File: config.mk
export PLATFORM = sky130hd
export DESIGN_NAME = tcv_chan
export DESIGN_NICKNAME = d
export VERILOG_FILES = /design/src/design/tcv_pkg.sv /design/src/design/tcv_chan.sv /design/src/design/tcv_edge.sv /design/src/design/tcv_sync.sv
export SDC_FILE = /design/constraint.sdc
export NUM_CORES = 1
export LEC_CHECK = 0
export ABC_AREA = 1
export ABC_CLOCK_PERIOD_IN_PS = 4600
export BUFFER_PORTS_ARGS = -buffer_cell sky130_fd_sc_hd__buf_2
export CAP_MARGIN = 20
export CORE_UTILIZATION = 25
export CTS_CLUSTER_SIZE = 24
export DETAILED_ROUTE_END_ITERATION = 8
export GPL_TIMING_DRIVEN = 0
export PLACE_DENSITY = 0.49
export RECOVER_POWER = 25
export SETUP_SLACK_MARGIN = 0.4
export SYNTH_ARGS = -nofsm -noshare
export SYNTH_HDL_FRONTEND = slang
export SYNTH_HIERARCHICAL = 1
export SYNTH_SLANG_ARGS = --single-unit
export TNS_END_PERCENT = 5
File: constraint.sdc
create_clock -name clk_sys -period 4.6 [get_ports clk_sys]
set_clock_uncertainty 0.1 [all_clocks]
set_input_delay 0.69 -clock clk_sys [delete_from_list [all_inputs] [get_ports clk_sys]]
set_output_delay 0.69 -clock clk_sys [all_outputs]
set_load 0.01 [all_outputs]
File: src/design/tcv_pkg.sv
// Shared constants, types and reset values of the timer channel block.
// Assumes one 10 MHz bus clock and a synchronous, active-low reset.
`default_nettype none

package tcv_pkg;

   // Register byte addresses on the APB port, one aligned word each
   localparam logic [7:0] TCV_OFF_CTRL = 8'h00;
   localparam logic [7:0] TCV_OFF_VALH = 8'h04;
   localparam logic [7:0] TCV_OFF_VALL = 8'h08;
   localparam logic [7:0] TCV_OFF_ISTS = 8'h0c;
   localparam logic [7:0] TCV_OFF_IMSK = 8'h10;
   localparam int TCV_AW = 8;

   // Bit positions in the channel status/control register
   localparam int TCV_B_FLAG = 7;
   localparam int TCV_B_IE = 6;
   localparam int TCV_B_MSH = 5;
   localparam int TCV_B_MSL = 4;
   localparam int TCV_B_ELH = 3;
   localparam int TCV_B_ELL = 2;

   // Sticky event bits in the interrupt status and mask registers
   localparam int TCV_I_CAP = 0;
   localparam int TCV_I_CMP = 1;
   localparam int TCV_NIRQ = 2;

   // Counter value that starts an edge-aligned period
   localparam logic [15:0] TCV_CNT_ZERO = 16'h0000;

   // Channel operating modes, one-hot
   typedef enum logic [3:0] {
      TCV_M_CAP  = 4'b0001,
      TCV_M_CMP  = 4'b0010,
      TCV_M_EPWM = 4'b0100,
      TCV_M_CPWM = 4'b1000
   } tcv_mode_t;

   // Complete state of the channel top
   typedef struct packed {
      logic ie;
      logic msh;
      logic msl;
      logic elh;
      logic ell;
      logic flag;
      logic clr_arm;
      logic [15:0] value;
      logic [15:0] rbuf;
      logic [15:0] wbuf;
      logic rd_lat;
      logic rd_hi_first;
      logic got_hi;
      logic got_lo;
      logic pin_lvl;
      logic pin_oe;
      logic [TCV_NIRQ-1:0] sts;
      logic [TCV_NIRQ-1:0] msk;
      logic irq;
      logic ch_irq;
      logic [31:0] prdata;
      logic pready;
      logic pslverr;
   } tcv_chan_st_t;

   // Every field of the channel state clears on reset
   localparam tcv_chan_st_t TCV_ST_RST = '0;

   localparam logic [1:0] TCV_SYNC_RST = 2'h0;
   localparam logic [2:0] TCV_EDGE_RST = 3'h0;

endpackage

`default_nettype wire

File: src/design/tcv_chan.sv
// One capture/compare/PWM channel with its APB register file.
// Assumes the main counter, its tick and direction, and the center-PWM
// select come from timer logic on the same clock; the pin is async.
//
// Implementation choices: the APB slave port and the address map.
`default_nettype none

// Operation
// - Center select 0 and high mode bit 1 gives edge-aligned PWM.
// - Otherwise low mode bit picks input capture or output compare.
// - Edge/level bits 00 release the pin from the channel entirely.
// - Capture edges: 01 rising, 10 falling, 11 both.
// - Compare pin action: 00 none, 01 toggle, 10 clear, 11 set.
// - Edge PWM: 10 high-true cleared on match, X1 low-true set.
// - Center select 1 forces center-aligned PWM, counter counts up/down.
// - Center PWM: 10 cleared on up-match, X1 set on up-match.
// - Without center select each channel is configured on its own.
// - Value register holds capture or compare value, zero after reset.
// - Capture mode: reading one byte freezes both until other is read.
// - Writing status/control releases the capture read freeze.
// - Compare/PWM: byte writes buffered, moved once both bytes written.
// - Writing status/control restarts the value write buffer.
// - Flag clears by read-while-set then write 0; new event disarms the clear.
// - Channel interrupt while flag and enable are set; both reset.
// - Edge PWM moves buffered value only when the counter is zero.
module tcv_chan
   import tcv_pkg::*;
(
   input wire logic clk_sys,
   input wire logic nrst,
   input wire logic psel,
   input wire logic penable,
   input wire logic pwrite,
   input wire logic [TCV_AW-1:0] paddr,
   input wire logic [31:0] pwdata,
   output logic [31:0] prdata,
   output logic pready,
   output logic pslverr,
   input wire logic center_pwm_select,
   input wire logic [15:0] cnt_val,
   input wire logic cnt_tick,
   input wire logic cnt_up,
   input wire logic pin_in,
   output logic pin_out,
   output logic pin_oe,
   output logic chan_irq,
   output logic irq
);

   tcv_chan_st_t r;
   tcv_chan_st_t n;

   logic pin_sync;
   logic pin_rise;
   logic pin_fall;
   tcv_mode_t mode;
   logic acc_first;
   logic acc_done;
   logic rd_first;
   logic wr_done;
   logic aligned;
   logic hit_ctrl;
   logic hit_valh;
   logic hit_vall;
   logic hit_ists;
   logic hit_imsk;
   logic mapped;
   logic released;
   logic cap_evt;
   logic match;
   logic period_start;
   logic cnt_zero;
   logic [15:0] rd_val;

   // Pin passes two flops before the edge detector looks at it
   tcv_sync u_sync (
      .clk_sys(clk_sys),
      .nrst(nrst),
      .async_in(pin_in),
      .sync_out(pin_sync)
   );

   tcv_edge u_edge (
      .clk_sys(clk_sys),
      .nrst(nrst),
      .lvl(pin_sync),
      .rise(pin_rise),
      .fall(pin_fall)
   );

   // APB phases: first access cycle computes read data, second completes
   assign acc_first = psel && penable && !r.pready;
   assign acc_done = psel && penable && r.pready;
   assign rd_first = acc_first && !pwrite;
   assign wr_done = acc_done && pwrite && mapped;

   // Address decode; unaligned or unknown addresses are errors
   assign aligned = paddr[1:0] == 2'b00;
   assign hit_ctrl = aligned && paddr == TCV_OFF_CTRL;
   assign hit_valh = aligned && paddr == TCV_OFF_VALH;
   assign hit_vall = aligned && paddr == TCV_OFF_VALL;
   assign hit_ists = aligned && paddr == TCV_OFF_ISTS;
   assign hit_imsk = aligned && paddr == TCV_OFF_IMSK;
   assign mapped = hit_ctrl || hit_valh || hit_vall || hit_ists || hit_imsk;

   // Mode decode; center select overrides the channel's own bits
   assign mode = center_pwm_select ? TCV_M_CPWM :
                 r.msh ? TCV_M_EPWM :
                 r.msl ? TCV_M_CMP : TCV_M_CAP;

   // Edge/level 00 takes the pin away from the channel
   assign released = !r.elh && !r.ell;

   // Active edge; with both select bits low no edge is ever active
   assign cap_evt = (mode == TCV_M_CAP) &&
                    ((r.ell && pin_rise) || (r.elh && pin_fall));

   // Match counts once per counter step, not once per bus clock
   assign match = (mode != TCV_M_CAP) && cnt_tick && (cnt_val == r.value);
   assign cnt_zero = cnt_val == TCV_CNT_ZERO;
   assign period_start = cnt_tick && cnt_zero;

   // Frozen buffer is shown only while a capture read is pending
   assign rd_val = (mode == TCV_M_CAP && r.rd_lat) ? r.rbuf : r.value;

   // Next-state logic for registers, value buffers, pin and interrupts
   always_comb begin
      n = r;

      // Bus answer: pready one cycle into the access phase
      n.pready = acc_first;
      n.pslverr = acc_first && !mapped;
      if (acc_first) begin
         n.prdata = 32'h0000_0000;
      end

      // Read data, sampled in the first access cycle
      if (rd_first) begin
         if (hit_ctrl) begin
            n.prdata[TCV_B_FLAG] = r.flag;
            n.prdata[TCV_B_IE] = r.ie;
            n.prdata[TCV_B_MSH] = r.msh;
            n.prdata[TCV_B_MSL] = r.msl;
            n.prdata[TCV_B_ELH] = r.elh;
            n.prdata[TCV_B_ELL] = r.ell;
         end
         if (hit_valh) begin
            n.prdata[7:0] = rd_val[15:8];
         end
         if (hit_vall) begin
            n.prdata[7:0] = rd_val[7:0];
         end
         if (hit_ists) begin
            n.prdata[TCV_NIRQ-1:0] = r.sts;
         end
         if (hit_imsk) begin
            n.prdata[TCV_NIRQ-1:0] = r.msk;
         end
      end

      // Reading the control word with the flag set arms the clear
      if (rd_first && hit_ctrl && r.flag) begin
         n.clr_arm = 1'b1;
      end

      // Capture read freeze: first byte latches both, other byte frees
      if (rd_first && (hit_valh || hit_vall) && mode == TCV_M_CAP) begin
         if (!r.rd_lat) begin
            n.rd_lat = 1'b1;
            n.rbuf = r.value;
            n.rd_hi_first = hit_valh;
         end else if (hit_valh != r.rd_hi_first) begin
            n.rd_lat = 1'b0;
         end
      end

      // Status clears on read; events below still win this cycle
      if (rd_first && hit_ists) begin
         n.sts = '0;
      end

      // Control write: configuration, flag clear, buffer restarts
      if (wr_done && hit_ctrl) begin
         n.ie = pwdata[TCV_B_IE];
         n.msh = pwdata[TCV_B_MSH];
         n.msl = pwdata[TCV_B_MSL];
         n.elh = pwdata[TCV_B_ELH];
         n.ell = pwdata[TCV_B_ELL];
         // Writing one to the flag does nothing
         if (!pwdata[TCV_B_FLAG] && r.clr_arm) begin
            n.flag = 1'b0;
         end
         n.clr_arm = 1'b0;
         n.rd_lat = 1'b0;
         n.got_hi = 1'b0;
         n.got_lo = 1'b0;
      end

      // Value byte writes; capture mode writes the value directly
      if (wr_done && hit_valh) begin
         if (mode == TCV_M_CAP) begin
            n.value[15:8] = pwdata[7:0];
         end else begin
            n.wbuf[15:8] = pwdata[7:0];
            n.got_hi = 1'b1;
         end
      end
      if (wr_done && hit_vall) begin
         if (mode == TCV_M_CAP) begin
            n.value[7:0] = pwdata[7:0];
         end else begin
            n.wbuf[7:0] = pwdata[7:0];
            n.got_lo = 1'b1;
         end
      end

      // Buffered value moves as one word; edge PWM waits for count zero
      // so a duty change never cuts a period short
      if (mode != TCV_M_CAP && n.got_hi && n.got_lo &&
          (mode != TCV_M_EPWM || cnt_zero)) begin
         n.value = n.wbuf;
         n.got_hi = 1'b0;
         n.got_lo = 1'b0;
      end

      // Capture takes the counter; it overrides a same-cycle write
      if (cap_evt) begin
         n.value = cnt_val;
      end

      // Flag sets on events; a new event also restarts the clear
      // sequence, so the set wins over a clear in the same cycle
      if (cap_evt || match) begin
         n.flag = 1'b1;
         n.clr_arm = 1'b0;
      end

      // Sticky interrupt status bits, one per event kind
      if (cap_evt) begin
         n.sts[TCV_I_CAP] = 1'b1;
      end
      if (match) begin
         n.sts[TCV_I_CMP] = 1'b1;
      end

      // Pin level per mode
      case (mode)
         TCV_M_CMP: begin
            if (match) begin
               case ({r.elh, r.ell})
                  2'b01: n.pin_lvl = !r.pin_lvl;
                  2'b10: n.pin_lvl = 1'b0;
                  2'b11: n.pin_lvl = 1'b1;
                  default: n.pin_lvl = r.pin_lvl;
               endcase
            end
         end
         TCV_M_EPWM: begin
            // Match after period start, so a zero value gives 0% duty
            if (period_start) begin
               n.pin_lvl = !r.ell;
            end
            if (match) begin
               n.pin_lvl = r.ell;
            end
         end
         TCV_M_CPWM: begin
            // Up-count match ends the pulse, down-count match starts it
            if (match) begin
               n.pin_lvl = cnt_up ? r.ell : !r.ell;
            end
         end
         default: begin
            n.pin_lvl = r.pin_lvl;
         end
      endcase

      // Drive the pin only for output modes that own it
      n.pin_oe = (mode != TCV_M_CAP) && !released;

      // Interrupt outputs follow the next state, so no extra lag
      n.ch_irq = n.flag && n.ie;
      n.irq = |(n.sts & n.msk);

      // Mask write last; it only gates, never sets status
      if (wr_done && hit_imsk) begin
         n.msk = pwdata[TCV_NIRQ-1:0];
         n.irq = |(n.sts & pwdata[TCV_NIRQ-1:0]);
      end
   end

   // All state in one register; reset clears every field
   always_ff @(posedge clk_sys) begin
      if (!nrst) begin
         r <= TCV_ST_RST;
      end else begin
         r <= n;
      end
   end

   // Outputs straight from the state register
   assign prdata = r.prdata;
   assign pready = r.pready;
   assign pslverr = r.pslverr;
   assign pin_out = r.pin_lvl;
   assign pin_oe = r.pin_oe;
   assign chan_irq = r.ch_irq;
   assign irq = r.irq;

endmodule

`default_nettype wire

File: src/design/tcv_edge.sv
// Rising and falling edge detector with registered one-cycle pulses.
// Assumes its input is already synchronous to clk_sys.
`default_nettype none

module tcv_edge
   import tcv_pkg::*;
(
   input wire logic clk_sys,
   input wire logic nrst,
   input wire logic lvl,
   output logic rise,
   output logic fall
);

   typedef struct packed {
      logic prev;
      logic rise;
      logic fall;
   } tcv_edge_st_t;

   tcv_edge_st_t r;
   tcv_edge_st_t n;

   // A high pin at reset release shows as one rising edge
   always_comb begin
      n = r;
      n.prev = lvl;
      n.rise = lvl && !r.prev;
      n.fall = !lvl && r.prev;
   end

   always_ff @(posedge clk_sys) begin
      if (!nrst) begin
         r <= TCV_EDGE_RST;
      end else begin
         r <= n;
      end
   end

   assign rise = r.rise;
   assign fall = r.fall;

endmodule

`default_nettype wire

File: src/design/tcv_sync.sv
// Two-stage synchroniser for the channel pin input.
// Assumes an asynchronous level; only the second stage is read.
`default_nettype none

module tcv_sync
   import tcv_pkg::*;
(
   input wire logic clk_sys,
   input wire logic nrst,
   input wire logic async_in,
   output logic sync_out
);

   typedef struct packed {
      logic s1;
      logic s2;
   } tcv_sync_st_t;

   tcv_sync_st_t r;
   tcv_sync_st_t n;

   // First stage feeds only the second
   always_comb begin
      n = r;
      n.s1 = async_in;
      n.s2 = r.s1;
   end

   always_ff @(posedge clk_sys) begin
      if (!nrst) begin
         r <= TCV_SYNC_RST;
      end else begin
         r <= n;
      end
   end

   assign sync_out = r.s2;

endmodule

`default_nettype wire
=== Word-level counts from Yosys, hierarchy flattened ===
Cells that the tools add are included.
Widths: inputs -> output; s select.

* Logic and storage cells: 165
* Bits of input ports: 65
* Bits in registers: 82

* Equality and inequality tests: 19
* Reduce and logical (&&, ||, !) cells: 71
* Muxes and demuxes: 42
* Bitwise operators: 4

{| class="wikitable"
|+ Operators by type and width
! kind !! number
|-
| $mux 8 || 11
|-
| $mux 16 || 3
|-
| $logic_and 1x1->1 || 37
|-
| $eq 16x16->1 || 1
|-
| $eq 8x4->1 const B || 2
|-
| $logic_not 16->1 || 1
|-
| $mux 1 || 16
|-
| $mux 2 || 6
|-
| $reduce_bool 3->1 || 4
|-
| $logic_not 1->1 || 10
|-
| $eq 8x3->1 const B || 1
|-
| $eq 8x5->1 const B || 1
|-
| $logic_not 8->1 || 1
|-
| $logic_or 1x1->1 || 8
|-
| $ne 4x1->1 const B || 2
|-
| $reduce_or 2->1 || 4
|-
| $mux 7 || 1
|-
| $mux 6 || 1
|-
| $pmux 1 s3 || 2
|-
| $reduce_and 2->1 || 3
|-
| $reduce_and 5->1 || 1
|-
| $and 2x2->2 || 2
|-
| $eq 2x2->1 const B || 2
|-
| $eq 4x1->1 const B || 1
|-
| 13 further kinds || 15
|}

=== Logic depth before layout (Yosys ltp) ===
* Depth after elaboration: 16
* Depth in mapped cells: 13

=== Modules after synthesis ===
Netlist, hierarchy kept.

{| class="wikitable"
|+ By module, submodules not included
! module !! cells each !! seq. area each (µm²) !! times used !! area an instance (µm²)
|-
| tcv_chan || 691 || 1541.5 || 1 || 4579.4
|-
| tcv_edge || 8 || 60.1 || 1 || 78.8
|-
| tcv_sync || 6 || 40.0 || 1 || 55.1
|}

=== Worst setup path after synthesis ===
No wires, ideal clock.

* Path kind: input to register
* From: in paddr[7]
* To: reg r[86] (netlist name)
* Arrival time: 1896 ps
* Required time: 4377 ps
* Slack: 2481 ps
* Library setup time: 123 ps
* Cell stages on the path: 12
* Path through: nor2_4 -> nand2_4 -> nor2_4 -> nand2_1 -> nand2_1 -> nand2_4 -> nand3_4 -> buf_6 -> buf_6 -> nand3_1 -> nand2_1 -> a21oi_1

* Word-level cells in the longest chain between the ends: 16
* Elaborated cells on any way between the ends: 32
* Those cells by class: eq/ne: 4; mux: 8; reduce/logical: 20

{| class="wikitable"
|+ RTL lines
! what !! RTL line !! text
|-
| start: declaration || tcv_chan.sv:34 || <nowiki>input wire logic [TCV_AW-1:0] paddr,</nowiki>
|-
| $eq 8x3->1 / $logic_not 8->1 (equally long branches) || tcv_chan.sv:100, tcv_chan.sv:99 ||
|-
| $logic_and 1x1->1, on equally long branches || tcv_chan.sv:100, tcv_chan.sv:99 ||
|-
| $logic_or 1x1->1 (4 in series) || tcv_chan.sv:104 || <nowiki>assign mapped = hit_ctrl || hit_valh || hit_vall || hit_ists || hit_imsk;</nowiki>
|-
| $logic_and 1x1->1 || tcv_chan.sv:95 || <nowiki>assign wr_done = acc_done && pwrite && mapped;</nowiki>
|-
| $logic_and 1x1->1 || tcv_chan.sv:183 || <nowiki>if (wr_done && hit_ctrl) begin</nowiki>
|-
| $mux 2 || tcv_chan.sv:183 ||
|-
| $mux 1 || tcv_chan.sv:201 || <nowiki>if (mode == TCV_M_CAP) begin</nowiki>
|-
| $mux 1 || tcv_chan.sv:200 || <nowiki>if (wr_done && hit_valh) begin</nowiki>
|-
| $logic_and 1x1->1 (3 in series) || tcv_chan.sv:219 || <nowiki>if (mode != TCV_M_CAP && n.got_hi && n.got_lo &&</nowiki>
|-
| $reduce_bool 3->1 (no source line) / $mux 16 (equally long branches) || n/a ||
|-
| $reduce_and 2->1 (no source line) / $mux 16 (equally long branches) || n/a ||
|-
| end signal: assignment || tcv_chan.sv:297 || <nowiki>r <= n;</nowiki>
|-
| end: declaration || tcv_chan.sv:50 || <nowiki>tcv_chan_st_t r;</nowiki>
|}

Several ways; a longest one is shown, not always the timed one.
A chain may end at the register's enable or synchronous reset.

=== Final worst setup path ===
* From: in paddr[7]
* To: reg r[89] (netlist name)

The elaborated chain is that of the path after synthesis.

==> metrics.csv <==
stage;metric;value;unit
status;outcome;completed;
route;Routed Antenna Nets;0;
min_path;worst hold start;u_sync/sync_out;
global_route;largest net degree at the start of global routing;15;
cts;CTS Buf Count;9;
cts;CTS-repair resized insts;0;
sta;Slew Limit Fails;0;
cts;CTS tree;done;
sta;setup TNS;0;ns
route;Vias;4771;
sta;minimum clock period;2.73;ns
route;DR vias/cell;4.65;
cts;clk slew on worst S/H paths;0.07;ns
sta;Setup-failing EPs final;0;
cts;CTS Buffer Depth;2;
power;Lkg Pwr;2.58;nW
sta;RSZ-0062 raised after global routing;no;
sta;final worst path period share;59.3;%
die;starting density of the core;25.9;%
placement;RD Place Congestion;0.875;
yosys;Async SR Flop Fraction;0;%
yosys;Netlist cell types;39;
layout;share of cells above drive strength 1;15.9;%
setup_path;Setup crit start;paddr[7];
yosys;post-synthesis sequential area ratio;34.8;%
global_route;overall routing resource usage;16.7;%
die;number of core rows;49;
layout;Final Net Count;860;
layout;post-layout util;30.9;%
setup_path;worst flop-to-flop path startpoint;r[98];
power;cell area power density;285;nW/um2
layout;Filler cells;2034;
layout;fin area;5620;um2
setup_path;capturing point of the worst reg2reg path;prdata[5];
cts;Root Buffer;clkbuf_16;
global_route;grt total ovfl;0;
layout;number of diodes;0;
setup_path;worst path required time;4.79;ns
min_path;Hold Path Class;reg -> reg;
die;IO Pins;103;
yosys;ys flop type;dfxtp_1;
cts;clk_lat worst skew;0.35;ns
route;DRT Pass-1 Iters;5;
placement;Port Buffers;54;
cts;CTS sink cnt;82;
cts;post-CTS setup buffer count;0;
sta;relative slew slack;59.1;%
setup_path;crit-path max FO;10;
die;core area;18200;um2
layout;commonest non-fill, non-tap cells in the layout;nand2_1, dfxtp_1, nor2_1, nand3_1, inv_1;
layout;commonest non-fill, non-tap cell in the layout;nand2_1;
setup_path;register-to-register setup slack;2.15;ns
layout;Area Overhead vs Synth;19.3;%
placement;post-DP HPWL;12.3;mm
route;DRC;0;
power;VDD IR max;188;uV
yosys;YS warnings;6;
sta;Worst-Margin Slew;0.613;ns
setup_path;Crit. End Element;flip-flop;
cts;H-tree depth;3;
global_route;initial antenna violation count;0;
setup_path;crit path launch type;input port;
route;DRT Wirelength;15.7;mm
global_route;first-pass GRT wire length;24.4;mm
route;wire length per cell;15.3;um
setup_path;CP Class;in -> reg;
die;Die X;139;um
setup_path;CP endpoint;r[89];
die;die area;19400;um2
sta;Max Freq;0.367;GHz
yosys;Gate Count Post-Synth;705;
yosys;synthesized area;4710;um2
setup_path;R2R cell count;7;
sta;Final Hold Fails;0;
yosys;Yosys reg bits;82;
sta;fin worst setup slack;1.87;ns
global_route;vias in the first global route;4374;
run;MaxCap Viol Count;0;
die;die span in y;139;um
cts;CTS Hold Bufs;0;
yosys;Synth Area per Inst;6.69;um2
placement;dpl ws;1.78;ns
placement;placed instance area;5360;um2
route;drt initial violations;342;
setup_path;worst endpoint data arrival time;2.91;ns
yosys;EDFF count, synth;0;
-- worst min path at each step --
stage,cells past startpoint,endpoint
after floorplan,1,u_edge/fall
after global placement,2,u_sync/sync_out
after detailed placement,1,u_edge/fall
after CTS,1,u_edge/fall
after global routing,1,u_edge/fall
final,1,u_edge/fall
-- synth_stat cells (7+ instances only) --
cell type / n / area, um2
a211oi_1: 7 / 52.6
a21oi_1: 56 / 280
buf_2: 10 / 50.1
buf_4: 32 / 240
clkbuf_1: 16 / 60.1
dfxtp_1: 82 / 1640
inv_1: 58 / 218
nand2_1: 161 / 604
nand3_1: 63 / 315
nand4_1: 26 / 163
nor2_1: 70 / 263
o21ai_0: 52 / 260
or2_2: 9 / 56.3
-- sequential cells by signal, summed over array words and instances, names as in the netlist --
name             flops
chan_irq             1
prdata               8
u_edge/fall          1
pready               1
pin_oe               1
pin_out              1
pslverr              1
u_edge/r             1
u_sync/n             1
u_edge/rise          1
irq                  1
r                   63
u_sync/sync_out      1
-- per-stage QoR --
| stage | std cells | power, mW | hold slack (ns) |
|---|---|---|---|
| after floorplan | 728 | 0.807 | 0.289 |
| after global placement | 1011 | 0.862 | 0.296 |
| after detailed placement | 1011 | 0.862 | 0.297 |
| after CTS | 1027 | 1.62 | 0.305 |
| after global routing | 1027 | 1.66 | 0.315 |
| final | 1027 | 1.60 | 0.306 |
-- cells by family (layout without fill, tap and decap cells) --
group           count (synthesis)  after routing  synth area share, %
compound gates                133            133                 15.3
xor+xnor                        7              7                 1.30
fa+ha+maj                       2              2                0.531
buf+inv                       126            196                 13.3
flops                          82             82                 34.8
other cells                     1             24               0.0796
simple gates                  354            354                 34.7
-- power by group --
part	switching [mW]	internal [mW]	total, mW
Sequential	0.000844	0.712	0.713
Combinational	0.0858	0.0458	0.132
Clock	0.317	0.439	0.755
-- cell type report --
cell class              instances  area, um2  share of cell area [%]
plain buffers                  64        394                    7.01
clock buffers                  11        243                    4.32
clock inverters                 5       63.8                    1.14
inverters                      62        233                    4.14
multi-input cells             520       2510                    44.6
flip-flops and latches         82       1640                    29.2
well taps                     229        287                    5.10
repair buffers                 54        253                    4.50
-- metal layers --
layer / GRT usage [%] / vias up / part of all wire, % / wire length, um
met4: 7.08 / 0 / 2.7 / 418
met3: 3.13 / 22 / 5.7 / 893
li1: - / 2448 / - / -
met2: 25.8 / 150 / 44 / 6960
met1: 22.7 / 2151 / 47 / 7480
met5: 0 / - / 0 / 0
-- critical path, stage by stage --
cell     delay (ns)
buf_2          0.10
nor2_1         0.18
nand2_1        0.25
nor2_1         0.50
nand2_1        0.22
nand2_1        0.16
nand2_4        0.11
nand3_4        0.11
buf_6          0.15
nand2_1        0.09
nand3_1        0.16
nand2_1        0.08
a21oi_1        0.12
Power figures use the tool's default switching activity.
